### config.mk
export PLATFORM = sky130hd
export DESIGN_NAME = core_special_registers
export DESIGN_NICKNAME = d
export VERILOG_FILES = /design/src/core_special_registers.v
export VERILOG_INCLUDE_DIRS = /design/src
export SDC_FILE = /design/constraint.sdc
export NUM_CORES = 1
export LEC_CHECK = 0
export BUFFER_PORTS_ARGS = -buffer_cell sky130_fd_sc_hd__buf_2
export CAP_MARGIN = 20
export CORE_MARGIN = 3
export CORE_UTILIZATION = 40
export DETAILED_ROUTE_END_ITERATION = 12
export PLACE_DENSITY = 0.64
export SLEW_MARGIN = 20
export SYNTH_ARGS = -nofsm -noshare
export SYNTH_HDL_FRONTEND = slang
export SYNTH_SLANG_ARGS = --single-unit
### constraint.sdc
create_clock -name ref_clk_i -period 8.9 [get_ports ref_clk_i]
set_input_delay 2.67 -clock ref_clk_i [delete_from_list [all_inputs] [get_ports ref_clk_i]]
set_output_delay 2.67 -clock ref_clk_i [all_outputs]
set_load 0.01 [all_outputs]
### src/core_special_registers_defs.vh
// register offsets, field positions, reset values and fixed sizes of the core special registers
`ifndef CORE_SPECIAL_REGISTERS_DEFS_VH
`define CORE_SPECIAL_REGISTERS_DEFS_VH

// effective register addresses (bank bit in address bit 7)
`define ADDR_INDIRECT 8'h00
`define ADDR_PC_LOW 8'h02
`define ADDR_STATUS 8'h03
`define ADDR_POINTER 8'h04
`define ADDR_PORT_A 8'h05
`define ADDR_PORT_B 8'h06
`define ADDR_NVM_DATA 8'h08
`define ADDR_NVM_ADDR 8'h09
`define ADDR_PC_LATCH 8'h0a
`define ADDR_INT_CTRL 8'h0b
`define ADDR_OPTION 8'h81
`define ADDR_PORT_A_DIR 8'h85
`define ADDR_PORT_B_DIR 8'h86
`define ADDR_DIRECT_MASK 8'h7f

// status field positions
`define ST_CARRY 0
`define ST_NIBBLE 1
`define ST_ZERO 2
`define ST_SLEEP 3
`define ST_WDOG 4
`define ST_BANK_LO 5
`define ST_BANK_HI 6
`define ST_IND_BANK 7

// other field positions
`define OPT_PULLUP_OFF 7
`define INT_PB_CHANGE 0
`define PA_OPEN_COLL 4
`define ALU_MSB 7
`define ALU_LSB 0
`define NIBBLE_MSB 3

// sizes, reset values and constants
`define PC_W 13
`define PC_LO_W 8
`define PC_HI_W 5
`define STACK_PTR_W 3
`define PA_W 5
`define NVM_ADDR_W 6
`define RESET_VECTOR 13'h0000
`define INT_VECTOR 13'h0004
`define PC_ONE 13'h0001
`define SP_ONE 3'h1
`define OPTION_RESET 8'hff
`define DIR_A_RESET 5'h1f
`define DIR_B_RESET 8'hff
`define BYTE_ZERO 8'h00
`define ALL_OUT_LOW 8'h00
`define STATUS_RESET 8'h18
`define PB_FILL_MSB 2

`endif

### src/core_special_registers.v
// core special registers: program counter, return stack, status, pointer, ports, nvm regs
`timescale 1ns/1ps
`default_nettype none
`include "core_special_registers_defs.vh"

// Operation
// - pc and stack entries thirteen bits wide
// - eight-entry stack, push on call or interrupt
// - pop stack into pc on any return
// - jump, call, low write take latch high bits
// - carry flag set on carry out bit 7
// - rotates shift through the carry flag
// - nibble flag set on carry out bit 3
// - zero flag set on zero result
// - sleep flag set by power-up, kick; cleared halting
// - watchdog flag set power-up/kick/halt; cleared timeout
// - reset flag values follow the sleep state; external reset while awake keeps the flags
// - bank bits select 128-byte bank, high stores
// - indirect bank bit is plain storage
// - address 00h accesses register the pointer selects
// - port A five bits, reads return pins
// - port A bit 4 open collector only
// - port B weak pull-ups, off for outputs
// - pull-ups disabled after power-on reset
// - port B 4-7 input changes raise flag
// - port B change wakes device from halt
// - nvm data and address registers, 64 locations
// - option bit 7 disables all pull-ups
// - port B change flag sticky until cleared
// - port A direction 1 input, 0 output
module core_special_registers (
    // clock, reset, enable
    input wire ref_clk_i,
    input wire reset_n_i,
    input wire clk_en_i,
    // register port
    input wire [6:0] reg_addr_i,
    input wire [7:0] reg_wdata_i,
    input wire reg_wr_i,
    input wire reg_rd_i,
    output reg [7:0] reg_rdata_o,
    // sequencer controls
    input wire pc_step_i,
    input wire jump_i,
    input wire call_i,
    input wire [7:0] target_i,
    input wire int_ack_i,
    input wire return_i,
    input wire halt_i,
    input wire wdt_kick_i,
    input wire wdt_timeout_i,
    input wire ext_reset_i,
    output wire [12:0] pc_o,
    output wire asleep_o,
    // alu flag sources
    input wire arith_valid_i,
    input wire arith_sub_i,
    input wire [7:0] op_a_i,
    input wire [7:0] op_b_i,
    input wire logic_valid_i,
    input wire [7:0] logic_result_i,
    input wire rotate_left_i,
    input wire rotate_right_i,
    input wire [7:0] rotate_src_i,
    // nvm side
    input wire nvm_load_i,
    input wire [7:0] nvm_rdata_i,
    output wire [5:0] nvm_addr_o,
    output wire [7:0] nvm_data_o,
    // port pins
    input wire [4:0] port_a_pin_i,
    output wire [4:0] port_a_out_o,
    output wire [4:0] port_a_oe_o,
    input wire [7:0] port_b_pin_i,
    output wire [7:0] port_b_out_o,
    output wire [7:0] port_b_oe_o,
    output wire [7:0] port_b_pullup_en_o,
    output wire port_change_flag_o
);

// =============================================
// state
reg [12:0] pc_reg;
reg [12:0] stack_mem [0:7];
reg [2:0] sp_reg;
reg [7:0] status_reg;
reg [7:0] pointer_reg;
reg [4:0] pc_latch_reg;
reg [7:0] option_reg;
reg [7:0] int_ctrl_reg;
reg [4:0] pa_latch_reg;
reg [4:0] pa_dir_reg;
reg [7:0] pb_latch_reg;
reg [7:0] pb_dir_reg;
reg [7:0] nvm_data_reg;
reg [7:0] nvm_addr_reg;
reg asleep_reg;
reg [4:0] pa_sync1_reg;
reg [4:0] pa_sync2_reg;
reg [7:0] pb_sync1_reg;
reg [7:0] pb_sync2_reg;
reg [3:0] pb_prev_reg;
reg [`PB_FILL_MSB:0] pb_fill_reg;

// =============================================
// address resolution
wire [7:0] direct_addr;
wire [7:0] eff_addr;
wire [8:0] arith_sum;
wire [4:0] nibble_sum;
wire [7:0] b_operand;
wire [7:0] arith_result;
wire [3:0] pb_change;
wire pb_change_any;
wire [2:0] sp_pop;
wire [12:0] pc_latched_target;
wire wdt_reset;

// bank bit low picks the bank, high bank bit never reaches the decode
assign direct_addr = {status_reg[`ST_BANK_LO], reg_addr_i};
assign eff_addr = (direct_addr & `ADDR_DIRECT_MASK) == `ADDR_INDIRECT ?
    pointer_reg : direct_addr;

// =============================================
// alu flags
// subtraction adds the two's complement, so carry means no borrow
// the +1 rides in as carry-in, so subtracting zero still carries out of both bits
assign b_operand = arith_sub_i ? ~op_b_i : op_b_i;
assign arith_sum = {1'b0, op_a_i} + {1'b0, b_operand} + {`BYTE_ZERO, arith_sub_i};
assign nibble_sum = {1'b0, op_a_i[`NIBBLE_MSB:0]} + {1'b0, b_operand[`NIBBLE_MSB:0]}
    + {4'h0, arith_sub_i};
assign arith_result = arith_sum[7:0];

// =============================================
// port B change detection, outputs excluded
// gated until the reference holds a real pin level, else an idle-high pin fakes an edge
assign pb_change = (pb_sync2_reg[7:4] ^ pb_prev_reg) & pb_dir_reg[7:4]
    & {4{pb_fill_reg[`PB_FILL_MSB]}};
assign pb_change_any = |pb_change;

// a watchdog time-out is a reset of the core, whether it runs or sleeps
assign wdt_reset = wdt_timeout_i;
assign sp_pop = sp_reg - `SP_ONE;
assign pc_latched_target = {pc_latch_reg, target_i};

// =============================================
// program counter and stack
always @(posedge ref_clk_i or negedge reset_n_i)
begin
    if (!reset_n_i)
    begin
        pc_reg <= `RESET_VECTOR;
        sp_reg <= 3'h0;
    end
    else if (clk_en_i)
    begin
        if (ext_reset_i || wdt_reset)
        begin
            pc_reg <= `RESET_VECTOR;
            sp_reg <= 3'h0;
        end
        else if (int_ack_i)
        begin
            stack_mem[sp_reg] <= pc_reg;
            sp_reg <= sp_reg + `SP_ONE;
            pc_reg <= `INT_VECTOR;
        end
        else if (call_i)
        begin
            stack_mem[sp_reg] <= pc_reg + `PC_ONE;
            sp_reg <= sp_reg + `SP_ONE;
            pc_reg <= pc_latched_target;
        end
        else if (jump_i)
            pc_reg <= pc_latched_target;
        else if (return_i)
        begin
            pc_reg <= stack_mem[sp_pop];
            sp_reg <= sp_pop;
        end
        else if (reg_wr_i && eff_addr[6:0] == `ADDR_PC_LOW)
            pc_reg <= {pc_latch_reg, reg_wdata_i};
        else if (pc_step_i && !asleep_reg)
            pc_reg <= pc_reg + `PC_ONE;
    end
end

// =============================================
// status register and sleep state
always @(posedge ref_clk_i or negedge reset_n_i)
begin
    if (!reset_n_i)
    begin
        status_reg <= `STATUS_RESET; // power-up: sleep and watchdog flags set
        asleep_reg <= 1'b0;
    end
    else if (clk_en_i)
    begin
        if (wdt_reset)
        begin
            status_reg[`ST_SLEEP] <= ~asleep_reg;
            status_reg[`ST_WDOG] <= 1'b0;
            status_reg[`ST_IND_BANK:`ST_BANK_LO] <= 3'h0;
            asleep_reg <= 1'b0;
        end
        else if (ext_reset_i)
        begin
            // awake: flags keep their previous values
            if (asleep_reg)
            begin
                status_reg[`ST_SLEEP] <= 1'b0;
                status_reg[`ST_WDOG] <= 1'b1;
            end
            status_reg[`ST_IND_BANK:`ST_BANK_LO] <= 3'h0;
            asleep_reg <= 1'b0;
        end
        else
        begin
            if (reg_wr_i && eff_addr[6:0] == `ADDR_STATUS)
            begin
                // sleep and watchdog flags are read-only to software
                status_reg[`ST_IND_BANK:`ST_BANK_LO] <= reg_wdata_i[7:5];
                status_reg[`ST_ZERO:`ST_CARRY] <= reg_wdata_i[2:0];
            end
            if (arith_valid_i)
            begin
                status_reg[`ST_CARRY] <= arith_sum[8];
                status_reg[`ST_NIBBLE] <= nibble_sum[4];
                status_reg[`ST_ZERO] <= arith_result == `BYTE_ZERO;
            end
            else if (logic_valid_i)
                status_reg[`ST_ZERO] <= logic_result_i == `BYTE_ZERO;
            if (rotate_left_i)
                status_reg[`ST_CARRY] <= rotate_src_i[`ALU_MSB];
            else if (rotate_right_i)
                status_reg[`ST_CARRY] <= rotate_src_i[`ALU_LSB];
            if (wdt_kick_i)
            begin
                status_reg[`ST_SLEEP] <= 1'b1;
                status_reg[`ST_WDOG] <= 1'b1;
            end
            else if (halt_i)
            begin
                status_reg[`ST_SLEEP] <= 1'b0;
                status_reg[`ST_WDOG] <= 1'b1;
                asleep_reg <= 1'b1;
            end
            if (asleep_reg && pb_change_any)
                asleep_reg <= 1'b0;
        end
    end
end

// =============================================
// software registers and port change flag
always @(posedge ref_clk_i or negedge reset_n_i)
begin
    if (!reset_n_i)
    begin
        pointer_reg <= `BYTE_ZERO;
        pc_latch_reg <= 5'h00;
        option_reg <= `OPTION_RESET;
        int_ctrl_reg <= `BYTE_ZERO;
        pa_latch_reg <= 5'h00;
        pa_dir_reg <= `DIR_A_RESET;
        pb_latch_reg <= `BYTE_ZERO;
        pb_dir_reg <= `DIR_B_RESET;
        nvm_data_reg <= `BYTE_ZERO;
        nvm_addr_reg <= `BYTE_ZERO;
    end
    else if (clk_en_i)
    begin
        if (reg_wr_i)
        begin
            case (eff_addr)
                `ADDR_POINTER, `ADDR_POINTER | 8'h80: pointer_reg <= reg_wdata_i;
                `ADDR_PC_LATCH, `ADDR_PC_LATCH | 8'h80: pc_latch_reg <= reg_wdata_i[4:0];
                `ADDR_INT_CTRL, `ADDR_INT_CTRL | 8'h80: int_ctrl_reg <= reg_wdata_i;
                `ADDR_OPTION: option_reg <= reg_wdata_i;
                `ADDR_PORT_A: pa_latch_reg <= reg_wdata_i[4:0];
                `ADDR_PORT_A_DIR: pa_dir_reg <= reg_wdata_i[4:0];
                `ADDR_PORT_B: pb_latch_reg <= reg_wdata_i;
                `ADDR_PORT_B_DIR: pb_dir_reg <= reg_wdata_i;
                `ADDR_NVM_DATA: nvm_data_reg <= reg_wdata_i;
                `ADDR_NVM_ADDR: nvm_addr_reg <= reg_wdata_i;
                default: ;
            endcase
        end
        if (nvm_load_i)
            nvm_data_reg <= nvm_rdata_i;
        // a change in the same cycle as a software clear still lands
        if (pb_change_any)
            int_ctrl_reg[`INT_PB_CHANGE] <= 1'b1;
    end
end

// =============================================
// pin synchronisers and change reference
always @(posedge ref_clk_i or negedge reset_n_i)
begin
    if (!reset_n_i)
    begin
        pa_sync1_reg <= 5'h00;
        pa_sync2_reg <= 5'h00;
        pb_sync1_reg <= `BYTE_ZERO;
        pb_sync2_reg <= `BYTE_ZERO;
        pb_prev_reg <= 4'h0;
        pb_fill_reg <= 3'h0;
    end
    else if (clk_en_i)
    begin
        pa_sync1_reg <= port_a_pin_i;
        pa_sync2_reg <= pa_sync1_reg;
        pb_sync1_reg <= port_b_pin_i;
        pb_sync2_reg <= pb_sync1_reg;
        pb_prev_reg <= pb_sync2_reg[7:4];
        pb_fill_reg <= {pb_fill_reg[`PB_FILL_MSB - 1:0], 1'b1};
    end
end

// =============================================
// read port, data one cycle after the strobe
always @(posedge ref_clk_i or negedge reset_n_i)
begin
    if (!reset_n_i)
        reg_rdata_o <= `BYTE_ZERO;
    else if (clk_en_i && reg_rd_i)
    begin
        case (eff_addr)
            `ADDR_PC_LOW, `ADDR_PC_LOW | 8'h80: reg_rdata_o <= pc_reg[7:0];
            `ADDR_STATUS, `ADDR_STATUS | 8'h80: reg_rdata_o <= status_reg;
            `ADDR_POINTER, `ADDR_POINTER | 8'h80: reg_rdata_o <= pointer_reg;
            `ADDR_PC_LATCH, `ADDR_PC_LATCH | 8'h80: reg_rdata_o <= {3'h0, pc_latch_reg};
            `ADDR_INT_CTRL, `ADDR_INT_CTRL | 8'h80: reg_rdata_o <= int_ctrl_reg;
            `ADDR_OPTION: reg_rdata_o <= option_reg;
            `ADDR_PORT_A: reg_rdata_o <= {3'h0, pa_sync2_reg};
            `ADDR_PORT_A_DIR: reg_rdata_o <= {3'h0, pa_dir_reg};
            `ADDR_PORT_B: reg_rdata_o <= pb_sync2_reg;
            `ADDR_PORT_B_DIR: reg_rdata_o <= pb_dir_reg;
            `ADDR_NVM_DATA: reg_rdata_o <= nvm_data_reg;
            `ADDR_NVM_ADDR: reg_rdata_o <= nvm_addr_reg;
            default: reg_rdata_o <= `BYTE_ZERO;
        endcase
    end
end

// =============================================
// pin drivers
// bit 4 can only pull low, so a latched one leaves the pin to the counter input
assign port_a_out_o = pa_latch_reg & 5'h0f;
assign port_a_oe_o = ~pa_dir_reg &
    {~pa_latch_reg[`PA_OPEN_COLL], 4'hf};
assign port_b_out_o = pb_latch_reg;
assign port_b_oe_o = ~pb_dir_reg;
assign port_b_pullup_en_o = option_reg[`OPT_PULLUP_OFF] ?
    `ALL_OUT_LOW : pb_dir_reg;
assign port_change_flag_o = int_ctrl_reg[`INT_PB_CHANGE];
assign pc_o = pc_reg;
assign asleep_o = asleep_reg;
assign nvm_addr_o = nvm_addr_reg[5:0];
assign nvm_data_o = nvm_data_reg;

endmodule // core_special_registers

`default_nettype wire

==> flow_summary.yaml <==
global_route:
  use_met1: 0.304
  antenna_found_initial: 2
  use_met2: 0.326
  grt_most_used_layer: "met2"
  grt_pass1_wl_mm: 50.5
  grt-ovfl-total: 0
  use_met3: 0.0343
  grt_use_total: 0.208
  grt_pass1_vias: 8125
  grt_max_degree: 80
clock_tree:
  post_cts.repair.setup_buffers: 0
  cts_hold_buffers: 0
  numCtsBuffers: 26
  cts_tree: "done"
  worstSkewPairLatency_ns: 0.54
  post_cts_resized: 0
  cts_buffer_depth: 3
  cts.sinks: 241
  path_clk_slew_ns: 0.06
  cts_root_buffer: "clkbuf_16"
  htree_levels: 1
status:
  status: "finished, final reports clean"
worst_setup_path:
  r2r_slack_ns: 5.50
  crit_path_start: "clk_en_i"
  crit_path_end_kind: "register"
  start_kind: "primary input"
  reg2reg_depth: 7
  crit_arrival_ns: 5.32
  r2r-end: "pc_o[0]"
  crit_path_end: "stack_mem[3][10]"
  worstPathRequired_ns: 9.06
  path_max_fanout: 52
  path_class: "in -> reg"
  r2r-start: "pointer_reg[0]"
synth:
  synthTopCellsByCount: "dfrtp_1, edfxtp_1, mux2_2"
  postSynthAreaPerCell_um2: 13.2
  synthDominantCellAreaShare: 0.262
  synth_cells: 903
  synth_top_area_cell: "edfxtp_1"
  synth-main-ff-cell: "dfrtp_1"
  synthMostInstantiatedCell: "dfrtp_1"
  yosysSeqAreaShare: 0.553
  ys_async_sr_fraction: 0.568
  synth_area_leaders: "edfxtp_1, dfrtp_1, mux2_2"
  synth_area_mm2: 0.0119
  synth_cell_types: 80
  synth_edf_count: 104
  syn_nets: 1010
  synth_seq_cells: 241
  ys.warnings.count: 0
layout:
  final_util: 0.479
  drive_gt1_frac: 0.374
  diodes: 0
  final_nets: 1144
  multi_input_area_mm2: 0.00494
  syn2layout_area_growth_pct: 16.7
  largest_reg_flops: 104
  regArea_mm2: 0.00658
  nFillCells: 2656
  largest-register: "stack_mem"
detailed_routing:
  wl_per_cell_um: 23.1
  wl_mm: 33.3
  vias: 8320
  viasPerCell: 5.77
  ant_nets: 0
  first_pass_iters: 7
  drt_iter0_drc: 830
  drc: 0
sta:
  tightest_slew_ns: 1.04
  fin_crit_sh: 0.580
  slew_headroom: 0.305
  hold_slack_ns: 0.469
  timing.fmax_mhz: 194
  fin_skew_ns: 0.0175
  period_needed_ns: 5.16
  setup_viol: 0
  finalSetupTns_ns: 0
  hold_viol: 0
  maxSlewViolCount: 0
  rsz0062_at_grt: "no"
power_and_ir_drop:
  p_clk_frac: 0.427
  vdd_ir_drop_max_mv: 0.126
  p_int_mw: 2.04
  p_switching_mw: 0.670
  p_per_area_mw_per_mm2: 195
  leakagePower_nw: 5.64
  seqPwrFrac: 0.461
  power_mw: 2.71
  comb_power_share: 0.112
  swShare: 0.247
die:
  core_area_mm2: 0.0290
  start_util: 0.410
  fp-row-count: 62
  die_x_um: 179
  ios: 167
  dieArea_mm2: 0.0319
  die_h_um: 179
place:
  finalWeightedCongestion: 0.967
  place_hpwl_mm: 23.1
  portBuffers: 159
worst_hold_path:
  hold_depth: 1
  min_path_type: "reg -> reg"
flow_run:
  drv_cap: 0
worst min path at each step:
stage	from	endpoint	slack (ns)
2_1_floorplan	pb_fill_reg[0]	pb_fill_reg[0]	0.43
3_3_place_gp	pb_fill_reg[0]	pb_fill_reg[0]	0.45
3_5_place_dp	pb_fill_reg[0]	pb_fill_reg[0]	0.45
4_1_cts	pb_fill_reg[0]	pb_fill_reg[0]	0.47
5_1_grt	int_ctrl_reg[1]	int_ctrl_reg[1]	0.52
6_report	pb_fill_reg[0]	pb_fill_reg[0]	0.47
through the flow:
step           setup WS, ns  area, um^2  std cells
6_report               3.74       13900       1441
5_1_grt                3.63       13900       1441
4_1_cts                3.77       13900       1440
3_5_place_dp           3.19       13000       1392
3_3_place_gp           2.89       12900       1392
2_1_floorplan          3.90       11900        903
layer usage:
layer,up-vias,part of all wire
met3,62,0.077
met5,-,0.00048
met2,368,0.47
li1,3709,-
met4,4,0.020
met1,4177,0.43
cells by family (layout without fill, tap and decap cells):
kind of cell,Yosys count,count (layout),share of synthesized area
DFF,241,241,0.553
and+or+nand+nor,199,199,0.0982
AOI/OAI and AO/OA,176,176,0.109
muxes,153,153,0.167
buffers and inverters,86,240,0.0345
xor gates and xnor gates,36,36,0.0265
adders and majority gates,11,11,0.0122
other,1,1,0.000315
cell usage in the layout (no fill, tap or decap), types with 20 or more instances in the layout:
master	instances
clkbuf_16	27
mux4_2	26
mux2i_1	24
a21oi_1	34
dfstp_2	23
buf_2	158
o21ai_0	29
inv_1	24
xnor2_1	20
edfxtp_1	104
nor2_1	45
nand2_1	49
dfrtp_1	114
mux2_2	93
critical path, cell delays in order:
cell and delay [ns]:
buf_2 0.08, buf_4 0.53, and2_1 0.52, nand2_1 0.17, or3_1 0.48, nor2_2 0.80
cell type report:
type / instances / area share
flip-flops and latches: 241 / 0.474
multi-input cells: 576 / 0.356
repair buffers: 168 / 0.0631
clock buffers: 29 / 0.0492
well taps: 384 / 0.0346
clock inverters: 19 / 0.0169
inverters: 24 / 0.00649
power groups by stage:
stage	Clock [mW]	Sequential, mW	Combinational [mW]
6_report	1.16	1.25	0.302
5_1_grt	1.22	1.25	0.333
4_1_cts	1.17	1.25	0.303
3_5_place_dp	0	1.27	0.302
3_3_place_gp	0	1.27	0.297
2_1_floorplan	0	1.25	0.196
Power figures use the tool's default switching activity.
